==> src/rtl/sll_pkg.sv <==
// constants for the serial latch loader
package sll_pkg;
    localparam int unsigned WORD_BITS   = 24;
    localparam int unsigned SEL_LSB     = 0;
    localparam int unsigned SEL_MSB     = 1;
    localparam logic [1:0]  SEL_REF     = 2'h0;
    localparam logic [1:0]  SEL_MAIN    = 2'h1;
    localparam logic [1:0]  SEL_FUNC    = 2'h2;
    localparam logic [1:0]  SEL_INIT    = 2'h3;
    localparam logic [23:0] LATCH_RST   = 24'h00_0000;
    localparam logic [2:0]  DONE_NONE   = 3'h0;
    localparam int unsigned DONE_REF    = 0;
    localparam int unsigned DONE_MAIN   = 1;
    localparam int unsigned DONE_INIT   = 2;
    localparam logic [2:0]  DONE_ALL    = 3'h7;
endpackage : sll_pkg

==> src/rtl/sll_serial_latch_loader.sv <==
// serial word shifter and three-latch commit logic (init writes the function latch)
`timescale 1ns/1ps
`default_nettype none

// Summary of operation
// each serial clock rising edge shifts data input into 24-bit register.
// strobe rising edge copies shift register into the addressed latch.
// host keeps serial clock at or below 20 MHz.
// host drives strobe low before first bit of a word.
// host sends complete 24-bit words, possibly as three bytes.
// host raises strobe after the last bit of the third byte.
// host uses clock phase zero, data stable at rising edge.
// output stays inactive until reference, main and init latches written.
// chip enable input controls power-down.
// monitor output presents lock indication when lock detect selected.
// two low bits select reference, main, function or init latch.
// init write loads function settings and issues internal reset pulse.
// first main write after init repeats pulse, later ones do not.
// chip enable low powers down at once, latches kept.
// words shift msb first, select bits arrive last.
// with strobe low, latches never change.
module sll_serial_latch_loader (
    // clock and reset
    input  wire logic        sys_clk_i,
    input  wire logic        rst_n_i,
    // serial link pins
    input  wire logic        serial_clk_i,
    input  wire logic        serial_word_input_i,
    input  wire logic        word_commit_strobe_i,
    input  wire logic        chip_enable_i,
    // lock monitor
    input  wire logic        lock_indication_i,
    input  wire logic        lock_detect_sel_i,
    // latch contents and status
    output logic [23:0]      ref_latch_o,
    output logic [23:0]      main_latch_o,
    output logic [23:0]      func_latch_o,
    output logic             counter_reset_pulse_o,
    output logic             power_down_o,
    output logic             output_active_o,
    output logic             monitor_output_pin_o
);
    // two-stage synchronisers; chip enable stays raw so power-down is immediate
    logic [3:0] sync1_reg,     sync1_next;
    logic [3:0] sync2_reg,     sync2_next;
    logic [3:0] sync_prev_reg, sync_prev_next;
    logic       sclk_rise;
    logic       strobe_rise;

    logic [23:0] shift_reg,  shift_next;
    logic [23:0] ref_reg,    ref_next;
    logic [23:0] main_reg,   main_next;
    logic [23:0] func_reg,   func_next;
    logic [2:0]  done_reg,   done_next;
    logic        arm_reg,    arm_next;
    logic        pulse_reg,  pulse_next;
    logic        mon_reg,    mon_next;

    always_comb begin
        sync1_next     = {lock_indication_i, word_commit_strobe_i, serial_word_input_i, serial_clk_i};
        sync2_next     = sync1_reg;
        sync_prev_next = sync2_reg;
    end

    always_ff @(posedge sys_clk_i or negedge rst_n_i) begin
        if (!rst_n_i) begin
            sync1_reg     <= 4'h0;
            sync2_reg     <= 4'h0;
            sync_prev_reg <= 4'h0;
        end else begin
            sync1_reg     <= sync1_next;
            sync2_reg     <= sync2_next;
            sync_prev_reg <= sync_prev_next;
        end
    end

    assign sclk_rise   = sync2_reg[0] & ~sync_prev_reg[0];
    assign strobe_rise = sync2_reg[2] & ~sync_prev_reg[2];

    always_comb begin
        shift_next = shift_reg;
        ref_next   = ref_reg;
        main_next  = main_reg;
        func_next  = func_reg;
        done_next  = done_reg;
        arm_next   = arm_reg;
        // pulse defaults low so it lasts exactly one cycle
        pulse_next = 1'b0;
        // data sampled from sync_prev_reg, one stage behind the clock edge, so phase-zero timing holds
        if (sclk_rise) begin
            shift_next = {shift_reg[22:0], sync_prev_reg[1]};
        end
        // latches only move on the strobe edge
        if (strobe_rise) begin
            unique case (shift_reg[sll_pkg::SEL_MSB:sll_pkg::SEL_LSB])
                sll_pkg::SEL_REF: begin
                    ref_next = shift_reg;
                    done_next[sll_pkg::DONE_REF] = 1'b1;
                end
                sll_pkg::SEL_MAIN: begin
                    main_next = shift_reg;
                    done_next[sll_pkg::DONE_MAIN] = 1'b1;
                    if (arm_reg) begin
                        pulse_next = 1'b1;
                        arm_next   = 1'b0;
                    end
                end
                sll_pkg::SEL_FUNC: begin
                    // plain function write leaves counters and arm alone
                    func_next = shift_reg;
                end
                sll_pkg::SEL_INIT: begin
                    func_next  = shift_reg;
                    pulse_next = 1'b1;
                    arm_next   = 1'b1;
                    done_next[sll_pkg::DONE_INIT] = 1'b1;
                end
            endcase
        end
        // lock level is slow, a three-cycle lag is harmless
        mon_next = lock_detect_sel_i & sync2_reg[3];
    end

    always_ff @(posedge sys_clk_i or negedge rst_n_i) begin
        if (!rst_n_i) begin
            shift_reg <= sll_pkg::LATCH_RST;
            ref_reg   <= sll_pkg::LATCH_RST;
            main_reg  <= sll_pkg::LATCH_RST;
            func_reg  <= sll_pkg::LATCH_RST;
            done_reg  <= sll_pkg::DONE_NONE;
            arm_reg   <= 1'b0;
            pulse_reg <= 1'b0;
            mon_reg   <= 1'b0;
        end else begin
            shift_reg <= shift_next;
            ref_reg   <= ref_next;
            main_reg  <= main_next;
            func_reg  <= func_next;
            done_reg  <= done_next;
            arm_reg   <= arm_next;
            pulse_reg <= pulse_next;
            mon_reg   <= mon_next;
        end
    end

    assign ref_latch_o           = ref_reg;
    assign main_latch_o          = main_reg;
    assign func_latch_o          = func_reg;
    assign counter_reset_pulse_o = pulse_reg;
    // power-down follows the pin combinationally; latches are untouched
    assign power_down_o          = ~chip_enable_i;
    assign output_active_o       = (done_reg == sll_pkg::DONE_ALL) & chip_enable_i;
    assign monitor_output_pin_o  = mon_reg;

    AST_SHIFT_IN: assert property (@(posedge sys_clk_i) disable iff (!rst_n_i)
        sclk_rise |=> shift_reg == {$past(shift_reg[22:0]), $past(sync_prev_reg[1])})
        else $error("shift register did not take data bit");
    AST_NO_COMMIT_LOW: assert property (@(posedge sys_clk_i) disable iff (!rst_n_i)
        !strobe_rise |=> $stable(ref_reg) && $stable(main_reg) && $stable(func_reg))
        else $error("latch changed without strobe edge");
    AST_REF_LOAD: assert property (@(posedge sys_clk_i) disable iff (!rst_n_i)
        strobe_rise && shift_reg[1:0] == sll_pkg::SEL_REF |=> ref_reg == $past(shift_reg))
        else $error("reference latch not loaded");
    AST_MAIN_LOAD: assert property (@(posedge sys_clk_i) disable iff (!rst_n_i)
        strobe_rise && shift_reg[1:0] == sll_pkg::SEL_MAIN |=> main_reg == $past(shift_reg) && $stable(ref_reg))
        else $error("main latch not loaded");
    AST_INIT_PULSE: assert property (@(posedge sys_clk_i) disable iff (!rst_n_i)
        strobe_rise && shift_reg[1:0] == sll_pkg::SEL_INIT |=> pulse_reg && func_reg == $past(shift_reg) ##1 !pulse_reg)
        else $error("init write lacked pulse or function load");
    AST_MAIN_REPEAT: assert property (@(posedge sys_clk_i) disable iff (!rst_n_i)
        strobe_rise && shift_reg[1:0] == sll_pkg::SEL_MAIN |=> pulse_reg == $past(arm_reg) && !arm_reg)
        else $error("main write pulse wrong");
    AST_ACTIVE: assert property (@(posedge sys_clk_i) disable iff (!rst_n_i)
        output_active_o |-> done_reg[0] && done_reg[1] && done_reg[2] && chip_enable_i)
        else $error("output active before three writes");
    AST_POWER_DOWN: assert property (@(posedge sys_clk_i) disable iff (!rst_n_i)
        !chip_enable_i |-> power_down_o && !output_active_o)
        else $error("chip enable low did not power down");
    AST_MONITOR: assert property (@(posedge sys_clk_i) disable iff (!rst_n_i)
        ##1 monitor_output_pin_o == ($past(lock_detect_sel_i) && $past(sync2_reg[3])))
        else $error("monitor output mismatch");

    // further guards: holds without edges, per-select loads and holds, arm, pulse, done record, monitor and power-down
    AST_SHIFT_HOLD: assert property (@(posedge sys_clk_i) disable iff (!rst_n_i)
        !sclk_rise |=> $stable(shift_reg))
        else $error("shift register moved without serial clock edge");
    AST_FUNC_LOAD: assert property (@(posedge sys_clk_i) disable iff (!rst_n_i)
        strobe_rise && shift_reg[1:0] == sll_pkg::SEL_FUNC |=> func_reg == $past(shift_reg) && !pulse_reg)
        else $error("function latch not loaded or pulsed");
    AST_REF_ONLY: assert property (@(posedge sys_clk_i) disable iff (!rst_n_i)
        strobe_rise && shift_reg[1:0] != sll_pkg::SEL_REF |=> $stable(ref_reg))
        else $error("reference latch written by other select");
    AST_MAIN_ONLY: assert property (@(posedge sys_clk_i) disable iff (!rst_n_i)
        strobe_rise && shift_reg[1:0] != sll_pkg::SEL_MAIN |=> $stable(main_reg))
        else $error("main latch written by other select");
    AST_FUNC_ONLY: assert property (@(posedge sys_clk_i) disable iff (!rst_n_i)
        strobe_rise && !shift_reg[1] |=> $stable(func_reg))
        else $error("function latch written by counter select");
    AST_INIT_ARM: assert property (@(posedge sys_clk_i) disable iff (!rst_n_i)
        strobe_rise && shift_reg[1:0] == sll_pkg::SEL_INIT |=> arm_reg)
        else $error("init write did not arm main pulse");
    AST_ARM_KEEP: assert property (@(posedge sys_clk_i) disable iff (!rst_n_i)
        strobe_rise && !shift_reg[0] |=> $stable(arm_reg))
        else $error("arm changed on reference or function write");
    AST_PULSE_COMMIT: assert property (@(posedge sys_clk_i) disable iff (!rst_n_i)
        !strobe_rise |=> !pulse_reg)
        else $error("reset pulse without commit");
    AST_PULSE_ONE: assert property (@(posedge sys_clk_i) disable iff (!rst_n_i)
        pulse_reg |=> !pulse_reg)
        else $error("reset pulse longer than one cycle");
    AST_DONE_HOLD: assert property (@(posedge sys_clk_i) disable iff (!rst_n_i)
        1'b1 |=> (done_reg & $past(done_reg)) == $past(done_reg))
        else $error("written-latch record lost a bit");
    AST_DONE_REF: assert property (@(posedge sys_clk_i) disable iff (!rst_n_i)
        strobe_rise && shift_reg[1:0] == sll_pkg::SEL_REF |=> done_reg[sll_pkg::DONE_REF])
        else $error("reference write not recorded");
    AST_ACTIVE_ON: assert property (@(posedge sys_clk_i) disable iff (!rst_n_i)
        done_reg == sll_pkg::DONE_ALL && chip_enable_i |-> output_active_o)
        else $error("output inactive after three writes");
    AST_MON_OFF: assert property (@(posedge sys_clk_i) disable iff (!rst_n_i)
        !lock_detect_sel_i |=> !monitor_output_pin_o)
        else $error("monitor active without lock detect select");
    AST_PD_RUN: assert property (@(posedge sys_clk_i) disable iff (!rst_n_i)
        chip_enable_i |-> !power_down_o)
        else $error("power-down while chip enable high");

endmodule : sll_serial_latch_loader
`default_nettype wire

==> config.mk <==
export PLATFORM = sky130hd
export DESIGN_NAME = sll_serial_latch_loader
export DESIGN_NICKNAME = d
export VERILOG_FILES = /design/src/rtl/sll_pkg.sv /design/src/rtl/sll_serial_latch_loader.sv
export SDC_FILE = /design/constraint.sdc
export NUM_CORES = 1
export LEC_CHECK = 0
export BUFFER_PORTS_ARGS = -buffer_cell sky130_fd_sc_hd__clkbuf_2
export CAP_MARGIN = 20
export CORE_MARGIN = 10
export CORE_UTILIZATION = 35
export DETAILED_ROUTE_END_ITERATION = 8
export PLACE_DENSITY_LB_ADDON = 0.25
export RECOVER_POWER = 50
export SETUP_SLACK_MARGIN = 0.2
export SLEW_MARGIN = 20
export SYNTH_ARGS = -nofsm -noshare
export SYNTH_HDL_FRONTEND = slang
export SYNTH_SLANG_ARGS = --single-unit
==> constraint.sdc <==
create_clock -name sys_clk_i -period 1.7 [get_ports sys_clk_i]
set_input_delay 0.085 -clock sys_clk_i [delete_from_list [all_inputs] [get_ports sys_clk_i]]
set_output_delay 0.085 -clock sys_clk_i [all_outputs]
set_load 0.02 [all_outputs]
### Yosys cells after proc, flatten, opt, wreduce, memory -nomap -nowiden

Cells that the tools add are included.

* bits in registers: 113
* input bits: 8
* output and inout bits: 76
* logic and storage cells: 36

* eq/ne operators: 4
* multiplexer cells: 4
* bitwise gates (word level): 7
* reduce and logical (&&, ||, !) cells: 8

Operators with widths (number)
* 2-bit AND reduction: 5
* 1-bit AND: 4
* 2-bit == test (second input constant): 2
* 1-bit one-hot mux with 2 select lines: 2
* 3-bit == test (second input constant): 1
* 1-bit NOT: 3
* 2-bit by 1-bit == test with 1-bit output (second input constant): 1
* 2-bit zero test: 1
* 1-bit two-way mux: 2
* 2-bit nonzero test: 1
* 2-bit OR reduction: 1

### Logic depth before layout (Yosys ltp)

Gate-level depths: netlist of run 1.

* depth after elaboration: 3
* gate-level depth with buffers: 5
* depth with buffers taken out: 2

### Least setup slack after synthesis of run 1

OpenSTA, ideal clock, no wires.

* kind: reg-to-reg
* start: reg shift_reg[0]
* end: reg ref_reg[10] (netlist: ref_latch_o[10])
* library setup time: 0.125 ns
* data arrival time: 1.460 ns
* required time: 1.575 ns
* slack: 0.115 ns
* cell stages (with the launch flop): 5
* path buffers: 2
* clock period less this slack: 1.585 ns
* path through: dfrtp_1 > buf_6 > nor4b_4 > buf_6 > mux2_2

* cells in the longest elaborated chain, start to end: 2

RTL lines
* start: declaration: RTL line sll_serial_latch_loader.sv:50 `logic [23:0] shift_reg, shift_next;`
* start signal: assignment: RTL line sll_serial_latch_loader.sv:126 `shift_reg <= sll_pkg::LATCH_RST;`
* start signal: assignment: RTL line sll_serial_latch_loader.sv:135 `shift_reg <= shift_next;`
* 2-bit zero test: RTL line sll_serial_latch_loader.sv:95 `unique case (shift_reg[sll_pkg::SEL_MSB:sll_pkg::SEL_LSB])`
* 2-bit AND reduction (no source line)
* end signal: assignment: RTL line sll_serial_latch_loader.sv:127 `ref_reg <= sll_pkg::LATCH_RST;`
* end signal: assignment: RTL line sll_serial_latch_loader.sv:136 `ref_reg <= ref_next;`
* end: declaration: RTL line sll_serial_latch_loader.sv:51 `logic [23:0] ref_reg, ref_next;`

Every way passes these cells.
A chain may end at the register's enable or synchronous reset.

### Final worst setup path of run 1

* start: reg shift_reg[0]
* end: reg main_reg[5] (netlist: main_latch_o[5])

* cells in the longest elaborated chain, start to end: 2

RTL lines
* 2-bit by 1-bit == test with 1-bit output: RTL line sll_serial_latch_loader.sv:95
* 2-bit AND reduction (no source line)
* end signal: assignment: RTL line sll_serial_latch_loader.sv:128 `main_reg <= sll_pkg::LATCH_RST;`
* end signal: assignment: RTL line sll_serial_latch_loader.sv:137 `main_reg <= main_next;`
* end: declaration: RTL line sll_serial_latch_loader.sv:52 `logic [23:0] main_reg, main_next;`

Every way passes these cells.

==> qor.txt, run 1 <==
# fillers -> 1035
CP delay by family, top -> flip-flops
worst stage delay on the critical path -> 0.42 ns
largest net degree at the start of global routing -> 114
Setup Total Neg Slack -> 0 ns
Final Core Density -> 0.488
I/O Buffers -> 83
post-synthesis mux area share -> 0.250
via count -> 2402
max cap viols -> 0
pre-CTS setup slack -> 0.117 ns
Final setup viols -> 0
CP endpoint kind -> flop
slew margin rel. -> 0.316
R2R setup slack -> 0.17 ns
Worst-Skew Late Latency -> 0.40 ns
Post-Layout Cell Count -> 508
Leak Pwr -> 2.76 nW
Int Pwr -> 6.47 mW
nets@finish -> 362
Sw Pwr -> 2.56 mW
Setup Crit Path Kind -> flop to flop
Combinational Power Share -> 0.211
htree depth -> 4
Die Span X -> 128 um
WL final -> 9020 um
die height -> 128 um
Seq/Total Area, Yosys -> 0.691
adder-cell share of the synthesized area -> 0
Final Instance Area -> 5570 um2
Max FO, Critical Path -> 4
Longest Clk Path Bufs -> 2
clk slew on worst S/H paths -> 0.05 ns
DR WL/cell -> 17.8 um
CP Depth -> 4
Multi-input gate area -> 1290 um2
clock sink count -> 113
IO Count -> 84
syn nets -> 244
Seq pwr share -> 0.414
share of cells above drive strength 1 -> 0.562
DP Wirelength -> 5580 um
R2R Path End -> main_latch_o[5]$_DFFE_PN0P_
worst reg2reg path startpoint -> shift_reg[0]$_DFFE_PN0P_
final hold vios -> 0
number of diodes -> 0
fin. max-slew vios -> 0
Final period util -> 0.899
placed insts -> 459
Tot Pwr -> 9.03 mW
CP bufs+invs -> 2
CTS tree -> yes
FF+latch area -> 2830 um2
Synth Instances -> 236
crit path DAT -> 1.81 ns
Initial DRC Count -> 128
Yosys reg bits -> 113
Worst Setup SP -> shift_reg[0]$_DFFE_PN0P_
combinational family with the most area after synthesis -> multiplexers
CP Cell Sequence -> nor4bb_4 -> buf_6 -> clkbuf_16 -> mux2_4
Slew @ Worst Pin -> 1.03 ns
Max VDD drop -> 0.000996 V
Post-route DRC -> 0
status -> completed
Syn Std Cell Area -> 4090 um2
critical path required time -> 1.98 ns
post-DR vias/cell -> 4.73
Clock Skew -> 0.00490 ns
initial antenna violation count -> 0
full die area -> 16400 um2
Initial Util -> 0.358
slowest CP cell -> dfrtp_1
GPL Wtd Cong -> 0.661
vias in the first global route -> 2566
Switching Fraction -> 0.283
worst hold slack -> 0.330 ns
Worst Setup Start Kind -> flop
Ys Warns -> 0
R2R cell count -> 4
Hold/Removal Path Class -> primary input to flop
pwr/cell area -> 1620 nW/um2
Setup crit end -> main_latch_o[5]$_DFFE_PN0P_
first-pass detailed-route iteration total -> 4
Synth cell types -> 19
core footprint -> 11400 um2
area grow syn2layout -> 36.1%
dpl cell area -> 4700 um2
antenna viol nets, final -> 0
Max Clock Freq -> 654 MHz
Total GRT Usage -> 0.113
global-route wire length before repair -> 14400 um
total gr overflow -> 0
std cell rows -> 39
Clock power frac -> 0.375
Worst Slack Setup Final -> 0.171 ns
complex-gate fraction of the synthesized area -> 0.00398
CTS Buf Count -> 17
Syn Area/Cell -> 17.3 um2
unrepaired setup endpoints after global routing -> true
Post-Synth Simple-Gate Area -> 0.0318
post-synthesis xor/xnor area fraction -> 0
CTS Root Cell -> clkbuf_16
min cycle time layout -> 1.53 ns
worst min-delay path by stage:
stage / slack (ns) / endpoint / cells past startpoint / start
2_1_floorplan: -0.21 / arm_reg$_DFFE_PN0P_ / 0 / rst_n_i
3_3_place_gp: 0.20 / sync1_reg[0]$_DFF_PN0_ / 1 / serial_clk_i
3_5_place_dp: 0.20 / sync1_reg[3]$_DFF_PN0_ / 1 / lock_indication_i
4_1_cts: 0.31 / sync1_reg[0]$_DFF_PN0_ / 2 / serial_clk_i
5_1_grt: 0.33 / sync1_reg[0]$_DFF_PN0_ / 2 / serial_clk_i
6_report: 0.33 / sync1_reg[0]$_DFF_PN0_ / 2 / serial_clk_i
layout by cell type, fill, tap and decap left out, types with 2 or more instances in the layout:
cell / n
dfrtp_1: 111
mux2_2: 64
clkbuf_2: 56
clkbuf_1: 29
mux2_4: 27
clkbuf_16: 18
buf_4: 12
dlygate4sd3_1: 6
buf_6: 5
clkbuf_8: 4
clkinv_2: 4
nor2b_1: 3
or2_2: 3
buf_12: 3
nand3b_1: 2
nor2_1: 2
bufinv_16: 2
dfrtp_2: 2
Yosys cell counts:
cell	instances	share of area
dfrtp_1	113	0.69
mux2_2	91	0.25
buf_2	5	0.0061
buf_6	4	0.011
nor2b_1	4	0.0061
or2_2	3	0.0046
buf_4	2	0.0037
nand3b_1	2	0.0037
nor2_1	2	0.0018
a21o_1	1	0.0018
a22o_1	1	0.0021
and2_1	1	0.0015
and3b_1	1	0.0021
and4_1	1	0.0021
clkbuf_1	1	0.00092
inv_1	1	0.00092
nand2b_1	1	0.0015
nor4b_4	1	0.0058
nor4bb_1	1	0.0024
power by group through the flow:
stage	sequential, mW	clock, mW	combinational (mW)
after global routing	3.83	3.60	2.07
final	3.74	3.38	1.91
after floorplan	4.13	0	0.679
after CTS	3.73	3.48	1.85
after global placement	3.75	0	1.76
after detailed placement	3.76	0	1.78
repair_timing:
| item | 4_1_cts | 5_1_grt |
|---|---|---|
| pin swaps | 1 | 1 |
| hold buffers | 6 | 0 |
| setup endpoints to repair | 44 | 57 |
| buffers inserted | 8 | 2 |
| gates cloned | 1 | 2 |
| gates resized for setup | 10 | 38 |
| endpoints found under the hold margin | 118 | 0 |
kinds of logic (layout without fill, tap and decap cells):
kind of cell / Yosys count / after routing
AO/OA/AOI/OAI: 2 / 2
flip-flops: 113 / 113
AND/OR/NAND/NOR: 17 / 17
buffers and inverters: 13 / 142
multiplexers: 91 / 91
layer usage:
metal,track usage,vias up,part of all wire
met3,0.0645,11,0.097
met4,0.0417,0,0.010
met5,0,-,0
met1,0.146,1250,0.46
met2,0.152,78,0.44
li1,-,1063,-
area by class of cell:
type	count	area share
sequential	113	0.508
timing repair buffer	111	0.124
clock inverter	6	0.0144
inverter	1	0.000674
multi-input combinational	110	0.232
tap	143	0.0321
clock buffer	24	0.0883
No activity file was read; power rests on OpenSTA's default activity.
==> inputs of run 2 (changes only) <==
Clock period 1.7 ns to 1.75 ns, I/O delays scaled along.
==> qor.txt, run 2 (synthesis gave the netlist of run 1 again) <==
status -> completed
R2R cell count -> 4
clk slew on worst S/H paths -> 0.05 ns
CTS tree -> yes
DP Wirelength -> 5630 um
Sw Pwr -> 2.56 mW
Slew @ Worst Pin -> 0.755 ns
Longest Clk Path Bufs -> 2
nets@finish -> 359
R2R Path End -> ref_latch_o[7]$_DFFE_PN0P_
most frequent cells in the layout -> dfrtp_1 (111), mux2_2 (62), clkbuf_2 (60)
min cycle time layout -> 1.58 ns
Leak Pwr -> 2.76 nW
worst reg2reg path startpoint -> sync_prev_reg[2]$_DFF_PN0_
fin. max-slew vios -> 0
Switching Fraction -> 0.292
first-pass detailed-route iteration total -> 4
Max FO, Critical Path -> 5
Die Span X -> 128 um
htree depth -> 4
crit path DAT -> 1.86 ns
unrepaired setup endpoints after global routing -> true
Max Clock Freq -> 634 MHz
WL final -> 9150 um
Initial Util -> 0.358
Final period util -> 0.902
CP endpoint kind -> flop
IO Count -> 84
Clock Skew -> 0.00851 ns
Setup Crit Path Kind -> flop to flop
clock sink count -> 113
Post-Layout Cell Count -> 507
Clock power frac -> 0.372
CTS Buf Count -> 17
Max VDD drop -> 0.000809 V
final hold vios -> 0
Setup Total Neg Slack -> 0 ns
Final setup viols -> 0
largest net degree at the start of global routing -> 54
GPL Wtd Cong -> 0.685
CTS Root Cell -> clkbuf_16
most common cell after layout, fill and taps aside -> dfrtp_1
Int Pwr -> 6.19 mW
initial antenna violation count -> 0
core footprint -> 11400 um2
total gr overflow -> 0
share of cells above drive strength 1 -> 0.569
area grow syn2layout -> 36.9%
global-route wire length before repair -> 13900 um
via count -> 2370
DR WL/cell -> 18.0 um
vias in the first global route -> 2514
critical path required time -> 2.03 ns
number of diodes -> 0
Post-route DRC -> 0
Total GRT Usage -> 0.108
Initial DRC Count -> 156
Worst Setup Start Kind -> flop
Setup crit end -> ref_latch_o[7]$_DFFE_PN0P_
pwr/cell area -> 1560 nW/um2
full die area -> 16400 um2
Final Core Density -> 0.491
placed insts -> 459
die height -> 128 um
R2R setup slack -> 0.17 ns
Hold/Removal Path Class -> primary input to async pin
max cap viols -> 0
Seq pwr share -> 0.416
Worst-Skew Late Latency -> 0.40 ns
Worst Setup SP -> sync_prev_reg[2]$_DFF_PN0_
post-DR vias/cell -> 4.67
Combinational Power Share -> 0.213
antenna viol nets, final -> 0
slew margin rel. -> 0.496
std cell rows -> 39
I/O Buffers -> 83
-- run 2: changes by cell type in the layout (fill, tap and decap cells not counted), moves of 3 or more --
cell,before,now
clkbuf_2,56,60
clkbuf_1,29,26
buf_4,12,7
buf_12,3,6
clkbuf_8,4,1
-- run 2: worst min-delay path by stage --
stage | cells past startpoint | endpoint
5_1_grt | 2 | sync1_reg[0]$_DFF_PN0_
3_5_place_dp | 1 | sync2_reg[3]$_DFF_PN0_
3_3_place_gp | 1 | sync2_reg[3]$_DFF_PN0_
4_1_cts | 2 | sync2_reg[3]$_DFF_PN0_
2_1_floorplan | 0 | arm_reg$_DFFE_PN0P_
6_report | 2 | sync2_reg[3]$_DFF_PN0_
-- run 2: cell type report --
type,instances,area [um2]
timing repair buffer,108,728
clock inverter,11,114
sequential,113,2830
fill,1010,5820
multi-input combinational,110,1300
tap,143,179
clock buffer,21,450
inverter,1,3.75
-- run 2: routing by layer --
metal,vias to the layer above,share of wire,global-route usage
met3,9,0.083,0.0645
met2,78,0.43,0.146
met5,-,0,0
met1,1219,0.48,0.139
li1,1064,-,-
met4,0,0.011,0.0397
-- run 2: power by group through the flow --
stage / Sequential [mW] / Clock, mW / Combinational, mW
floorplan: 4.01 / 0 / 0.658
global placement: 3.64 / 0 / 1.72
detailed placement: 3.66 / 0 / 1.74
CTS: 3.63 / 3.32 / 1.76
global route: 3.74 / 3.45 / 2.03
finish: 3.63 / 3.25 / 1.86
-- run 2: through the flow --
stage / instance area [um2] / hold slack, ns / setup WS (ns) / power [mW]
floorplan: 4100 / -0.208 / 0.167 / 4.67
global placement: 4740 / 0.0427 / 0.200 / 5.36
detailed placement: 4740 / 0.0472 / 0.145 / 5.40
CTS: 5370 / 0.158 / 0.166 / 8.71
global route: 5600 / 0.328 / 0.124 / 9.21
finish: 5600 / 0.298 / 0.171 / 8.75
-- run 2: what timing repair did --
action	4_1_cts	5_1_grt
pin swaps	0	2
hold endpoints to repair	65	0
cloned	0	5
buffers inserted	1	4
hold buffers	6	0
endpoints found under the setup margin	35	44
gates resized for setup	1	41
-- run 2: worst max-delay path, stage by stage (launching register included) --
cell	delay (ns)
dfrtp_1	0.46
nor4b_4	0.38
buf_6	0.18
clkbuf_16	0.15
mux2_4	0.29
